--- src/cio_pkg.sv ---
// Shared constants and types for the camera I/O conditioning block
package cio_pkg;
  // Line indices of the three sensed lines
  localparam int NLINE = 3;
  localparam int L_A   = 0;
  localparam int L_B   = 1;
  localparam int L_ISO = 2;

  // Clock and debounce time base
  localparam int CLK_PERIOD_NS = 5;
  localparam int TICK_TIME_NS  = 1000;
  localparam int CYC_PER_TICK  = TICK_TIME_NS / CLK_PERIOD_NS;
  localparam int SUB_W         = 8;
  localparam int DB_W          = 16;

  // Register byte addresses
  localparam int ADDR_W = 6;
  localparam logic [ADDR_W-1:0] A_CTRL  = 6'h00;
  localparam logic [ADDR_W-1:0] A_OUT   = 6'h04;
  localparam logic [ADDR_W-1:0] A_IN    = 6'h08;
  localparam logic [ADDR_W-1:0] A_RISE  = 6'h0c;
  localparam logic [ADDR_W-1:0] A_FALL  = 6'h10;
  localparam logic [ADDR_W-1:0] A_RMASK = 6'h14;
  localparam logic [ADDR_W-1:0] A_FMASK = 6'h18;
  localparam logic [ADDR_W-1:0] A_DB0   = 6'h20;
  localparam logic [ADDR_W-1:0] A_DB1   = 6'h24;
  localparam logic [ADDR_W-1:0] A_DB2   = 6'h28;

  // Field positions
  localparam int CTRL_DIR_A = 0;
  localparam int CTRL_DIR_B = 1;
  localparam int OUT_ISO    = 2;
  localparam int IN_EN_BIT  = 8;

  // Reset values, filter-off interval value and responses
  localparam logic [1:0]      DIR_RST  = 2'h0;
  localparam logic [2:0]      OUT_RST  = 3'h0;
  localparam logic [2:0]      MASK_RST = 3'h0;
  localparam logic [DB_W-1:0] DB_RST   = 16'h0000;
  localparam logic [DB_W-1:0] DB_OFF   = 16'h0000;
  localparam logic [1:0]      RESP_OK  = 2'h0;
  localparam logic [1:0]      RESP_ERR = 2'h2;

  typedef struct packed {
    logic              prev;
    logic              filt;
    logic [SUB_W-1:0]  sub;
    logic [DB_W-1:0]   us;
  } cio_db_state_t;
endpackage

--- src/cio_debounce.sv ---
// Debounce filter for one synchronised input line
`timescale 1ns/1ps
module cio_debounce (
  input  wire logic                     clk_in,
  input  wire logic                     srst_in,
  input  wire logic                     level_in,
  input  wire logic [cio_pkg::DB_W-1:0] interval_in,
  output logic                          level_out
);
  localparam logic [cio_pkg::SUB_W-1:0] SUB_LAST =
    cio_pkg::SUB_W'(cio_pkg::CYC_PER_TICK - 1);

  cio_pkg::cio_db_state_t s_r;
  cio_pkg::cio_db_state_t s_nxt;

  always_comb begin
    s_nxt      = s_r;
    s_nxt.prev = level_in;
    if (interval_in == cio_pkg::DB_OFF) begin
      s_nxt.filt = level_in;
      s_nxt.sub  = '0;
      s_nxt.us   = '0;
    end else if (level_in != s_r.prev || level_in == s_r.filt) begin
      s_nxt.sub = '0;
      s_nxt.us  = '0;
    end else if (s_r.sub == SUB_LAST) begin
      s_nxt.sub = '0;
      if (s_r.us >= interval_in - 16'h0001) begin
        s_nxt.filt = level_in;
        s_nxt.us   = '0;
      end else begin
        s_nxt.us = s_r.us + 16'h0001;
      end
    end else begin
      s_nxt.sub = s_r.sub + 8'h01;
    end
  end

  always_ff @(posedge clk_in) begin
    if (srst_in) begin
      s_r <= '0;
    end else begin
      s_r <= s_nxt;
    end
  end

  assign level_out = s_r.filt;
endmodule

--- src/cio_top.sv ---
// Camera I/O port conditioning with AXI4-Lite register access
//
// Implementation choices: register access over AXI4-Lite and the address map.
`timescale 1ns/1ps
// How it works
// - Two direction-selectable lines, one isolated input, one isolated output.
// - From reset all lines are undriven and unsensed.
// - Lines enable by themselves once bus enumeration completes.
// - Filter passes a new level only after it held for the interval.
// - Filtered level lags the stable raw level by the interval plus two to three clock cycles.
// - Interval in 1 us steps, 0 to 65535; zero bypasses the filter.
// - Every sensed line has its own filter and own interval.
// - Separate rising and falling flags per line, read independently.
// - Reading a flag register returns it and clears it.
// - Repeated same-polarity edges leave one flag set, no count kept.
// - Both two-way lines start as inputs, each switchable to output.
module cio_top (
  input  wire logic        clk_in,
  input  wire logic        srst_in,
  input  wire logic        enum_done_in,
  input  wire logic        bidir_line_a_in,
  output logic             bidir_line_a_out,
  output logic             bidir_line_a_oe_out,
  input  wire logic        bidir_line_b_in,
  output logic             bidir_line_b_out,
  output logic             bidir_line_b_oe_out,
  input  wire logic        isolated_input_line_in,
  output logic             isolated_output_line_out,
  output logic             isolated_output_line_oe_out,
  output logic             irq_out,
  input  wire logic        s_axi_awvalid_in,
  output logic             s_axi_awready_out,
  input  wire logic [31:0] s_axi_awaddr_in,
  input  wire logic [2:0]  s_axi_awprot_in,
  input  wire logic        s_axi_wvalid_in,
  output logic             s_axi_wready_out,
  input  wire logic [31:0] s_axi_wdata_in,
  input  wire logic [3:0]  s_axi_wstrb_in,
  output logic             s_axi_bvalid_out,
  input  wire logic        s_axi_bready_in,
  output logic [1:0]       s_axi_bresp_out,
  input  wire logic        s_axi_arvalid_in,
  output logic             s_axi_arready_out,
  input  wire logic [31:0] s_axi_araddr_in,
  input  wire logic [2:0]  s_axi_arprot_in,
  output logic             s_axi_rvalid_out,
  input  wire logic        s_axi_rready_in,
  output logic [31:0]      s_axi_rdata_out,
  output logic [1:0]       s_axi_rresp_out
);
  localparam int N  = cio_pkg::NLINE;
  localparam int DW = cio_pkg::DB_W;
  localparam int AW = cio_pkg::ADDR_W;

  typedef struct packed {
    logic [N-1:0]         sync1;
    logic [N-1:0]         sync2;
    logic [N-1:0]         filt_d;
    logic                 en;
    logic [1:0]           dir;
    logic [N-1:0]         outv;
    logic [N-1:0]         oe;
    logic [N-1:0][DW-1:0] db;
    logic [N-1:0]         rise;
    logic [N-1:0]         fall;
    logic [N-1:0]         rmask;
    logic [N-1:0]         fmask;
    logic                 irq;
    logic                 aw_ok;
    logic [AW-1:0]        awaddr;
    logic                 w_ok;
    logic [31:0]          wdata;
    logic [3:0]           wstrb;
    logic                 bvalid;
    logic [1:0]           bresp;
    logic                 rvalid;
    logic [31:0]          rdata;
    logic [1:0]           rresp;
  } cio_top_state_t;

  cio_top_state_t s_r;
  cio_top_state_t s_nxt;

  logic [N-1:0] raw;
  logic [N-1:0] filt;
  logic [N-1:0] rise_set;
  logic [N-1:0] fall_set;
  logic [N-1:0] rise_clr;
  logic [N-1:0] fall_clr;
  logic         awready;
  logic         wready;
  logic         arready;

  assign raw = {isolated_input_line_in, bidir_line_b_in, bidir_line_a_in};

  // One independent filter per sensed line
  genvar gi;
  generate
    for (gi = 0; gi < N; gi++) begin : g_line
      cio_debounce u_deb (
        .clk_in      (clk_in),
        .srst_in     (srst_in),
        .level_in    (s_r.sync2[gi] & s_r.en),
        .interval_in (s_r.db[gi]),
        .level_out   (filt[gi])
      );
    end
  endgenerate

  // Byte-lane merge of a write into a 16-bit field
  function automatic logic [15:0] wr16(
    input logic [15:0] old,
    input logic [31:0] d,
    input logic [3:0]  strb
  );
    logic [15:0] r;
    r = old;
    if (strb[0]) begin
      r[7:0] = d[7:0];
    end
    if (strb[1]) begin
      r[15:8] = d[15:8];
    end
    return r;
  endfunction

  // Byte-lane merge of a write into a 3-bit field
  function automatic logic [2:0] wr3(
    input logic [2:0]  old,
    input logic [31:0] d,
    input logic [3:0]  strb
  );
    logic [2:0] r;
    r = old;
    if (strb[0]) begin
      r = d[2:0];
    end
    return r;
  endfunction

  assign awready = !s_r.aw_ok && !s_r.bvalid;
  assign wready  = !s_r.w_ok && !s_r.bvalid;
  assign arready = !s_r.rvalid;

  always_comb begin
    s_nxt    = s_r;
    rise_clr = '0;
    fall_clr = '0;

    // Pins double synchronised first; sensing is gated after the second stage
    s_nxt.sync1  = raw;
    s_nxt.sync2  = s_r.sync1;
    s_nxt.filt_d = filt;
    if (enum_done_in) begin
      s_nxt.en = 1'b1;
    end

    // Edge events from the filtered level
    rise_set = s_r.en ? (filt & ~s_r.filt_d) : '0;
    fall_set = s_r.en ? (~filt & s_r.filt_d) : '0;

    // Drivers stay off until enabled; two-way lines follow direction
    s_nxt.oe[cio_pkg::L_A]   = s_r.en & s_r.dir[cio_pkg::CTRL_DIR_A];
    s_nxt.oe[cio_pkg::L_B]   = s_r.en & s_r.dir[cio_pkg::CTRL_DIR_B];
    s_nxt.oe[cio_pkg::L_ISO] = s_r.en;

    // Write address and data taken in either order
    if (s_axi_awvalid_in && awready) begin
      s_nxt.aw_ok  = 1'b1;
      s_nxt.awaddr = s_axi_awaddr_in[AW-1:0];
    end
    if (s_axi_wvalid_in && wready) begin
      s_nxt.w_ok  = 1'b1;
      s_nxt.wdata = s_axi_wdata_in;
      s_nxt.wstrb = s_axi_wstrb_in;
    end
    if (s_r.aw_ok && s_r.w_ok && !s_r.bvalid) begin
      s_nxt.aw_ok  = 1'b0;
      s_nxt.w_ok   = 1'b0;
      s_nxt.bvalid = 1'b1;
      s_nxt.bresp  = cio_pkg::RESP_OK;
      case (s_r.awaddr)
        cio_pkg::A_CTRL: begin
          if (s_r.wstrb[0]) begin
            s_nxt.dir = s_r.wdata[1:0];
          end
        end
        cio_pkg::A_OUT: begin
          s_nxt.outv = wr3(s_r.outv, s_r.wdata, s_r.wstrb);
        end
        cio_pkg::A_IN: begin
        end
        cio_pkg::A_RISE: begin
        end
        cio_pkg::A_FALL: begin
        end
        cio_pkg::A_RMASK: begin
          s_nxt.rmask = wr3(s_r.rmask, s_r.wdata, s_r.wstrb);
        end
        cio_pkg::A_FMASK: begin
          s_nxt.fmask = wr3(s_r.fmask, s_r.wdata, s_r.wstrb);
        end
        cio_pkg::A_DB0: begin
          s_nxt.db[0] = wr16(s_r.db[0], s_r.wdata, s_r.wstrb);
        end
        cio_pkg::A_DB1: begin
          s_nxt.db[1] = wr16(s_r.db[1], s_r.wdata, s_r.wstrb);
        end
        cio_pkg::A_DB2: begin
          s_nxt.db[2] = wr16(s_r.db[2], s_r.wdata, s_r.wstrb);
        end
        default: begin
          s_nxt.bresp = cio_pkg::RESP_ERR;
        end
      endcase
    end
    if (s_r.bvalid && s_axi_bready_in) begin
      s_nxt.bvalid = 1'b0;
    end

    // Read: answer registered, flag registers clear as they are read
    if (s_axi_arvalid_in && arready) begin
      s_nxt.rvalid = 1'b1;
      s_nxt.rresp  = cio_pkg::RESP_OK;
      s_nxt.rdata  = '0;
      case (s_axi_araddr_in[AW-1:0])
        cio_pkg::A_CTRL: begin
          s_nxt.rdata[1:0] = s_r.dir;
        end
        cio_pkg::A_OUT: begin
          s_nxt.rdata[N-1:0] = s_r.outv;
        end
        cio_pkg::A_IN: begin
          s_nxt.rdata[N-1:0]             = filt;
          s_nxt.rdata[cio_pkg::IN_EN_BIT] = s_r.en;
        end
        cio_pkg::A_RISE: begin
          s_nxt.rdata[N-1:0] = s_r.rise;
          rise_clr           = '1;
        end
        cio_pkg::A_FALL: begin
          s_nxt.rdata[N-1:0] = s_r.fall;
          fall_clr           = '1;
        end
        cio_pkg::A_RMASK: begin
          s_nxt.rdata[N-1:0] = s_r.rmask;
        end
        cio_pkg::A_FMASK: begin
          s_nxt.rdata[N-1:0] = s_r.fmask;
        end
        cio_pkg::A_DB0: begin
          s_nxt.rdata[DW-1:0] = s_r.db[0];
        end
        cio_pkg::A_DB1: begin
          s_nxt.rdata[DW-1:0] = s_r.db[1];
        end
        cio_pkg::A_DB2: begin
          s_nxt.rdata[DW-1:0] = s_r.db[2];
        end
        default: begin
          s_nxt.rresp = cio_pkg::RESP_ERR;
        end
      endcase
    end
    if (s_r.rvalid && s_axi_rready_in) begin
      s_nxt.rvalid = 1'b0;
    end

    // Sticky flags; a new edge wins over a clearing read
    s_nxt.rise = (s_r.rise & ~rise_clr) | rise_set;
    s_nxt.fall = (s_r.fall & ~fall_clr) | fall_set;
    s_nxt.irq  = |((s_nxt.rise & s_nxt.rmask) | (s_nxt.fall & s_nxt.fmask));
  end

  always_ff @(posedge clk_in) begin
    if (srst_in) begin
      s_r       <= '0;
      s_r.dir   <= cio_pkg::DIR_RST;
      s_r.outv  <= cio_pkg::OUT_RST;
      s_r.rmask <= cio_pkg::MASK_RST;
      s_r.fmask <= cio_pkg::MASK_RST;
      s_r.db    <= {N{cio_pkg::DB_RST}};
    end else begin
      s_r <= s_nxt;
    end
  end

  // Pin drive
  assign bidir_line_a_out            = s_r.outv[cio_pkg::L_A];
  assign bidir_line_a_oe_out         = s_r.oe[cio_pkg::L_A];
  assign bidir_line_b_out            = s_r.outv[cio_pkg::L_B];
  assign bidir_line_b_oe_out         = s_r.oe[cio_pkg::L_B];
  assign isolated_output_line_out    = s_r.outv[cio_pkg::OUT_ISO];
  assign isolated_output_line_oe_out = s_r.oe[cio_pkg::L_ISO];
  assign irq_out                     = s_r.irq;

  // Bus handshake and answers
  assign s_axi_awready_out = awready;
  assign s_axi_wready_out  = wready;
  assign s_axi_bvalid_out  = s_r.bvalid;
  assign s_axi_bresp_out   = s_r.bresp;
  assign s_axi_arready_out = arready;
  assign s_axi_rvalid_out  = s_r.rvalid;
  assign s_axi_rdata_out   = s_r.rdata;
  assign s_axi_rresp_out   = s_r.rresp;
endmodule

--- config.mk ---
export PLATFORM = sky130hd
export DESIGN_NAME = cio_top
export DESIGN_NICKNAME = d
export VERILOG_FILES = /design/src/cio_pkg.sv /design/src/cio_debounce.sv /design/src/cio_top.sv
export SDC_FILE = /design/constraint.sdc
export NUM_CORES = 1
export LEC_CHECK = 0
export ABC_AREA = 1
export BUFFER_PORTS_ARGS = -buffer_cell sky130_fd_sc_hd__clkbuf_2
export CAP_MARGIN = 20
export CORE_MARGIN = 1
export CORE_UTILIZATION = 40
export CTS_CLUSTER_SIZE = 30
export DETAILED_ROUTE_END_ITERATION = 12
export PLACE_DENSITY = 0.64
export SYNTH_ARGS = -nofsm -noshare
export SYNTH_HDL_FRONTEND = slang
export SYNTH_SLANG_ARGS = --single-unit
--- constraint.sdc ---
create_clock -name clk_in -period 6.9 [get_ports clk_in]
set_clock_uncertainty 0.15 [all_clocks]
set_input_delay 1.38 -clock clk_in [delete_from_list [all_inputs] [get_ports clk_in]]
set_output_delay 1.38 -clock clk_in [all_outputs]
set_load 0.05 [all_outputs]
==> impl_metrics.tcl, run 1 <==
set metrics [dict create \
    cp-startpoint "s_r[113]$_SDFFE_PP0P_" \
    cp_slowest_stage_delay_ns 0.38 \
    routed_via_density 4.90 \
    fp.coreArea_um2 27200 \
    synth_top_area_cell "dfxtp_1" \
    synth.area.mux_share_pct 0 \
    yosys.area_share.adder_pct 6.37 \
    final_area_um2 12500 \
    htree_levels 1 \
    p_int_mw 2.06 \
    start_util_pct 41.2 \
    num-fill-cells 2838 \
    die_height_um 169 \
    cts_tree "built" \
    drc 0 \
    worstPathRequired_ns 7.18 \
    syn2layout_area_growth_pct 11.6 \
    worstHoldStart "s_nxt[157]$_SDFF_PP0_" \
    worstPathMaxFanout 11 \
    ant_nets 0 \
    crit_arrival_ns 3.58 \
    cts_setup_buffers 0 \
    placed_cells 1964 \
    yosys_warnings 0 \
    synth_ff_type "dfxtp_1" \
    final.min_clock_period_ns 3.30 \
    grt_pass1_vias 8959 \
    placed_cell_area_um2 11600 \
    cts_hold_buf 0 \
    gp_congestion 0.869 \
    grt_pass1_wl_mm 43.2 \
    wl_mm 26.5 \
    cts-buffers-inserted 23 \
    synth-simple-area-share_pct 29.2 \
    synth_top_area_share_pct 36.3 \
    synth_top_family_by_area "simple AND/OR/NAND/NOR gates" \
    maxSlewHeadroom_pct 55.2 \
    diodes 0 \
    cts_num_sinks 203 \
    hold_depth 2 \
    critPathKind "flop to flop" \
    drtIter0Drc 648 \
    overflow 0 \
    power_per_cell_area_nw_per_um2 216 \
    dpl_worst_slack_ns 3.53 \
    hold_viol 0 \
    die_x_um 169 \
    cts_root_buf "clkbuf_16" \
    reg2reg_from "s_r[113]$_SDFFE_PP0P_" \
    status "completed" \
    cp_common_cell "nand2_1" \
    final_common_cell "nand2_1" \
    synth_enable_flop_cells 0 \
    fin_setup_tns_ns 0 \
    yosysUniqueCellTypes 47 \
    ys_seq_elements 203 \
    synth_xor_area_share_pct 5.01 \
    synth-compound-area-share_pct 12.2 \
    dp_hpwl_mm 20.2 \
    setup_violations 0 \
    clkLatencyLatePin_ns 0.52 \
    drv_cap 0 \
    num_rows 60 \
    track_usage_pct 18.4 \
    grt_max_degree 81 \
    swShare_pct 24.0 \
    final_nets 1792 \
    p_seq_share_pct 45.0 \
    die_area_um2 28700 \
    syn_avg_cell_area_um2 7.12 \
    ios 165 \
    cp_cell_sequence "inv_1, nand3_1, nor2_1, nand2_1, nor2_1, nand3_1, xor2_1, inv_1, ha_1, a21oi_1, o21ai_0, nor2_1, nand2_1, nand2_1, nand2_1, nor3b_1" \
    cpMaxStageDelayCell "dfxtp_1" \
    worstSetupStartpointType "flop" \
    postSynth.asyncResetShare_pct 0 \
    r2r.worst_path.cells 16 \
    worst_slack_ns 3.60 \
    clk_path_buf_depth 3 \
    multi_input_area_um2 5980 \
    cts_resized 0 \
    clock_power_share_pct 49.4 \
    final_util_pct 46.0 \
    finalMaxSlewViolations 0 \
    antenna_found_initial 0 \
    cp-end-kind "flop" \
    clkTransAtPathRegs_ns 0.07 \
    synth_cells 1574 \
    seqCellArea_um2 4060 \
    combPwrFrac_pct 5.6 \
    p_sw_mw 0.649 \
    via_count 9833 \
    synthTopCellsByArea "dfxtp_1, nand2_1, nor2_1, ha_1, inv_1" \
    portBuffers 70 \
    layout-drive-gt1-share_pct 12.3 \
    stdcell_count 2007 \
    max_freq_ghz 0.303 \
    min_period_over_period_pct 47.8 \
    final_cell_mix "nand2_1, nor2_1, dfxtp_1" \
    worst_pin_slew_ns 0.672 \
    ys_seq_area_share_pct 36.3 \
    first_pass_iters 6 \
    wire_per_inst_um 13.2 \
    netlist_area_um2 11200 \
    leakagePower_nw 5.55 \
    holdCritPathClass "flop to flop" \
    vdd_drop_max_uv 221 \
    rsz0062_at_grt "false" \
]
-- metal layers --
metal	vias up	GRT usage (%)	wire length, um
met1	4458	25.5	13000
met3	39	2.92	1530
li1	5097	-	-
met4	0	4.97	598
met2	239	29.8	11400
met5	-	0	0
-- metrics by stage --
step | total power, mW | hold slack, ns
floorplan | 1.35 | 0.238
global placement | 1.39 | 0.245
detailed placement | 1.39 | 0.243
CTS | 2.73 | 0.248
global route | 2.80 | 0.273
finish | 2.71 | 0.243
-- cell type report --
type | instances | area share, %
Inverter | 206 | 6.19
Sequential cell | 203 | 32.5
Tap cell | 372 | 3.72
Timing Repair Buffer | 73 | 3.08
Clock buffer | 27 | 4.88
Clock inverter | 15 | 1.76
Multi-Input combinational cell | 1111 | 47.8
-- power groups by stage --
| stage | clock, mW | combinational [mW] | sequential [mW] |
|---|---|---|---|
| detailed placement | 0 | 0.149 | 1.24 |
| CTS | 1.36 | 0.150 | 1.22 |
| global route | 1.41 | 0.167 | 1.22 |
| global placement | 0 | 0.146 | 1.24 |
| finish | 1.34 | 0.150 | 1.22 |
| floorplan | 0 | 0.121 | 1.23 |
-- Yosys cell counts (12+ instances only) --
cell type and count:
nor2_1 242, xor2_1 52, nor2_2 21, xnor2_1 12, nor3_1 35, inv_1 189, a21oi_1 117, dfxtp_1 203
o21ai_0 100, inv_2 17, nand4_1 24, clkbuf_1 17, nand3_1 63, nand2_1 273, buf_4 39, ha_1 57
-- worst max-delay path, delay by kind of cell, from the launching register on --
kind	cells	cell delay, ns
AO/OA/AOI/OAI	2	0.23
XOR/XNOR	1	0.14
adder cells (fa/ha/maj)	1	0.30
buffers and inverters	2	0.21
flip-flops	1	0.38
AND/OR/NAND/NOR	10	1.79
-- registers in the layout, summed over array words and instances (netlist names), 3 cells and up --
register	cells
g_line.u_deb.level_out	3
g_line.u_deb.s_r	75
s_axi_rdata_out	16
s_nxt	4
s_r	94
-- final timing paths --
kind	to	slack (ns)
max reg2reg	g_line[1].u_deb.s_r[2]$_SDFFE_PP0N_	3.60
max	g_line[1].u_deb.s_r[2]$_SDFFE_PP0N_	3.60
min reg2reg	s_r[157]$_SDFF_PP0_	0.24
min	s_r[157]$_SDFF_PP0_	0.24
-- cells by family after synthesis --
family / count (synthesis)
DFF: 203
other: 1
buffers and inverters: 277
AOI/OAI and AO/OA: 259
and+or+nand+nor: 713
xor gates and xnor gates: 64
adders and majority gates: 57
Power figures use the tool's default switching activity.
==> run 2: changes to the inputs <==
--- a/config.mk
+++ b/config.mk
@@ -12,7 +12,7 @@
 export CORE_UTILIZATION = 40
 export CTS_CLUSTER_SIZE = 30
 export DETAILED_ROUTE_END_ITERATION = 12
-export PLACE_DENSITY = 0.64
+export PLACE_DENSITY = 0.67
 export SYNTH_ARGS = -nofsm -noshare
 export SYNTH_HDL_FRONTEND = slang
 export SYNTH_SLANG_ARGS = --single-unit
==> constraint.sdc (replaced) <==
create_clock -name clk_in -period 3 [get_ports clk_in]
set_clock_uncertainty 0.15 [all_clocks]
set_input_delay 0.6 -clock clk_in [delete_from_list [all_inputs] [get_ports clk_in]]
set_output_delay 0.6 -clock clk_in [all_outputs]
set_load 0.05 [all_outputs]
==> impl_metrics.tcl, run 2 (synthesis gave the netlist of run 1 again) <==
set metrics [dict create \
    final_cell_mix "nand2_1, nor2_1, dfxtp_1" \
    diodes 0 \
    whs_ns 0.110 \
    setup_violations 0 \
    crit_family "simple AND/OR/NAND/NOR gates" \
    ios 165 \
    crit_buf_inv 3 \
    drc 0 \
    worst_pin_slew_ns 0.556 \
    grt_pass1_vias 9126 \
    final_util_pct 47.7 \
    syn2layout_area_growth_pct 15.8 \
    die_x_um 169 \
    track_usage_pct 18.8 \
    wl_mm 27.1 \
    power_mw 6.47 \
    dp_hpwl_mm 20.8 \
    cp_cell_sequence "buf_4, nor2_1, nand3_2, nor2_2, nand4_1, nor2_1, xor2_1, inv_1, ha_1, nand4_1, nor3_1, nand2_1, nand2_1, buf_4, nand2_1, a21oi_1, nor2_1" \
    crit_arrival_ns 3.07 \
    routed_via_density 4.91 \
    num_rows 60 \
    clkLatencyLatePin_ns 0.53 \
    via_count 10000 \
    max_freq_ghz 0.358 \
    ant_nets 0 \
    final_nets 1829 \
    overflow 0 \
    start_util_pct 41.2 \
    grt_pass1_wl_mm 44.2 \
    gp_congestion 0.863 \
    layout-drive-gt1-share_pct 15.7 \
    fp.coreArea_um2 27200 \
    clkTransAtPathRegs_ns 0.06 \
    cts_hold_buf 0 \
    cp_slowest_stage_delay_ns 0.35 \
    cts-buffers-inserted 24 \
    dpl_worst_slack_ns 0.0532 \
    hold_viol 0 \
    worstPathMaxFanout 4 \
    min_period_over_period_pct 93.2 \
    largest_register_ff_count 94 \
    holdCritPathClass "input port to flop" \
    worstSetupStartpointType "flop" \
    htree_levels 1 \
    r2r_slack_ns 0.20 \
    worst_slack_ns 0.204 \
    cts_num_sinks 203 \
    rr_endpoint "g_line[2].u_deb.level_out$_SDFFE_PP0P_" \
    worstHoldStart "bidir_line_a_in" \
    first_pass_iters 5 \
    clk_path_buf_depth 3 \
    wire_per_inst_um 13.2 \
    maxSlewHeadroom_pct 62.9 \
    antenna_found_initial 0 \
    cts_tree "built" \
    critPathKind "flop to flop" \
    final_common_cell "nand2_1" \
    fin_setup_tns_ns 0 \
    drv_cap 0 \
    cts_root_buf "clkbuf_16" \
    drtIter0Drc 702 \
    grt_max_degree 44 \
    cp-end-kind "flop" \
    vdd_drop_max_uv 400 \
    largest_register "s_r" \
    cpMaxStageDelayCell "dfxtp_2" \
    finalMaxSlewViolations 0 \
    hold_depth 3 \
    reg2reg_from "s_r[129]$_SDFFE_PP0P_" \
    whs_endpoint "s_nxt[155]$_SDFF_PP0_" \
    final.min_clock_period_ns 2.80 \
    r2r.worst_path.cells 17 \
    die_area_um2 28700 \
    leakagePower_nw 5.79 \
    worstPathRequired_ns 3.27 \
    power_per_cell_area_nw_per_um2 499 \
    portBuffers 70 \
    status "completed" \
    die_height_um 169 \
]
## run 2: changes by cell type in the layout (fill, tap and decap cells not counted), moves of 3 or more
cell        delta
clkinvlp_4     -3
nand2_1        -4
nor2_4         +3
nor3_1         -3
dfxtp_2        +4
dfxtp_1        -4
buf_4         +35
nor2_1         -5
nand2_2        +3
## run 2: per-layer routing
layer / part of all wire (%) / vias up / global-route usage, %
met2: 44 / 234 / 30.7
met4: 1.8 / 0 / 4.15
met5: 0 / - / 0
met1: 49 / 4588 / 26.5
met3: 5.3 / 31 / 2.29
li1: - / 5183 / -
## run 2: report_power, final
part	switching (mW)	leakage, nW	internal [mW]
clock	1.17	0.441	2.14
sequential	0.0604	1.65	2.74
combinational	0.260	3.70	0.0907
## run 2: through the flow
step,cell area [um^2],std cells
floorplan,11300,1591
CTS,12800,2042
global route,13000,2044
finish,13000,2044
detailed placement,11900,1999
global placement,11900,1999
## run 2: layout make-up
cell class              instances  area [um^2]
flip-flops and latches        203         4070
inverters                     206          773
well taps                     372          465
repair buffers                108          648
fillers                      2759        14200
clock inverters                14          262
clock buffers                  29          649
multi-input cells            1112         6100
## run 2: worst min-delay path: stages
cell and delay (ns):
clkbuf_2 0.08, inv_1 0.04, nor2_1 0.03
## run 2: how the worst max path moves through the flow
stage | slack (ns) | startpoint | endpoint | cells after the start
detailed placement | 0.05 | s_r[111]$_SDFFE_PP0P_ | g_line[1].u_deb.s_r[2]$_SDFFE_PP0N_ | 18
floorplan | 0.37 | s_r[111]$_SDFFE_PP0P_ | g_line[1].u_deb.s_r[3]$_SDFFE_PP0N_ | 18
CTS | 0.02 | s_r[111]$_SDFFE_PP0P_ | g_line[1].u_deb.s_r[2]$_SDFFE_PP0N_ | 18
global placement | 0.15 | s_r[128]$_SDFFE_PP0P_ | g_line[2].u_deb.s_r[12]$_SDFFE_PP0N_ | 16
global route | -0.0009 | s_r[129]$_SDFFE_PP0P_ | g_line[2].u_deb.level_out$_SDFFE_PP0P_ | 17
finish | 0.20 | s_r[129]$_SDFFE_PP0P_ | g_line[2].u_deb.level_out$_SDFFE_PP0P_ | 17
## run 2: what timing repair did
action,in CTS,in global routing
setup endpoints to repair,0,33
gates resized for setup,0,32
buffers inserted,0,1
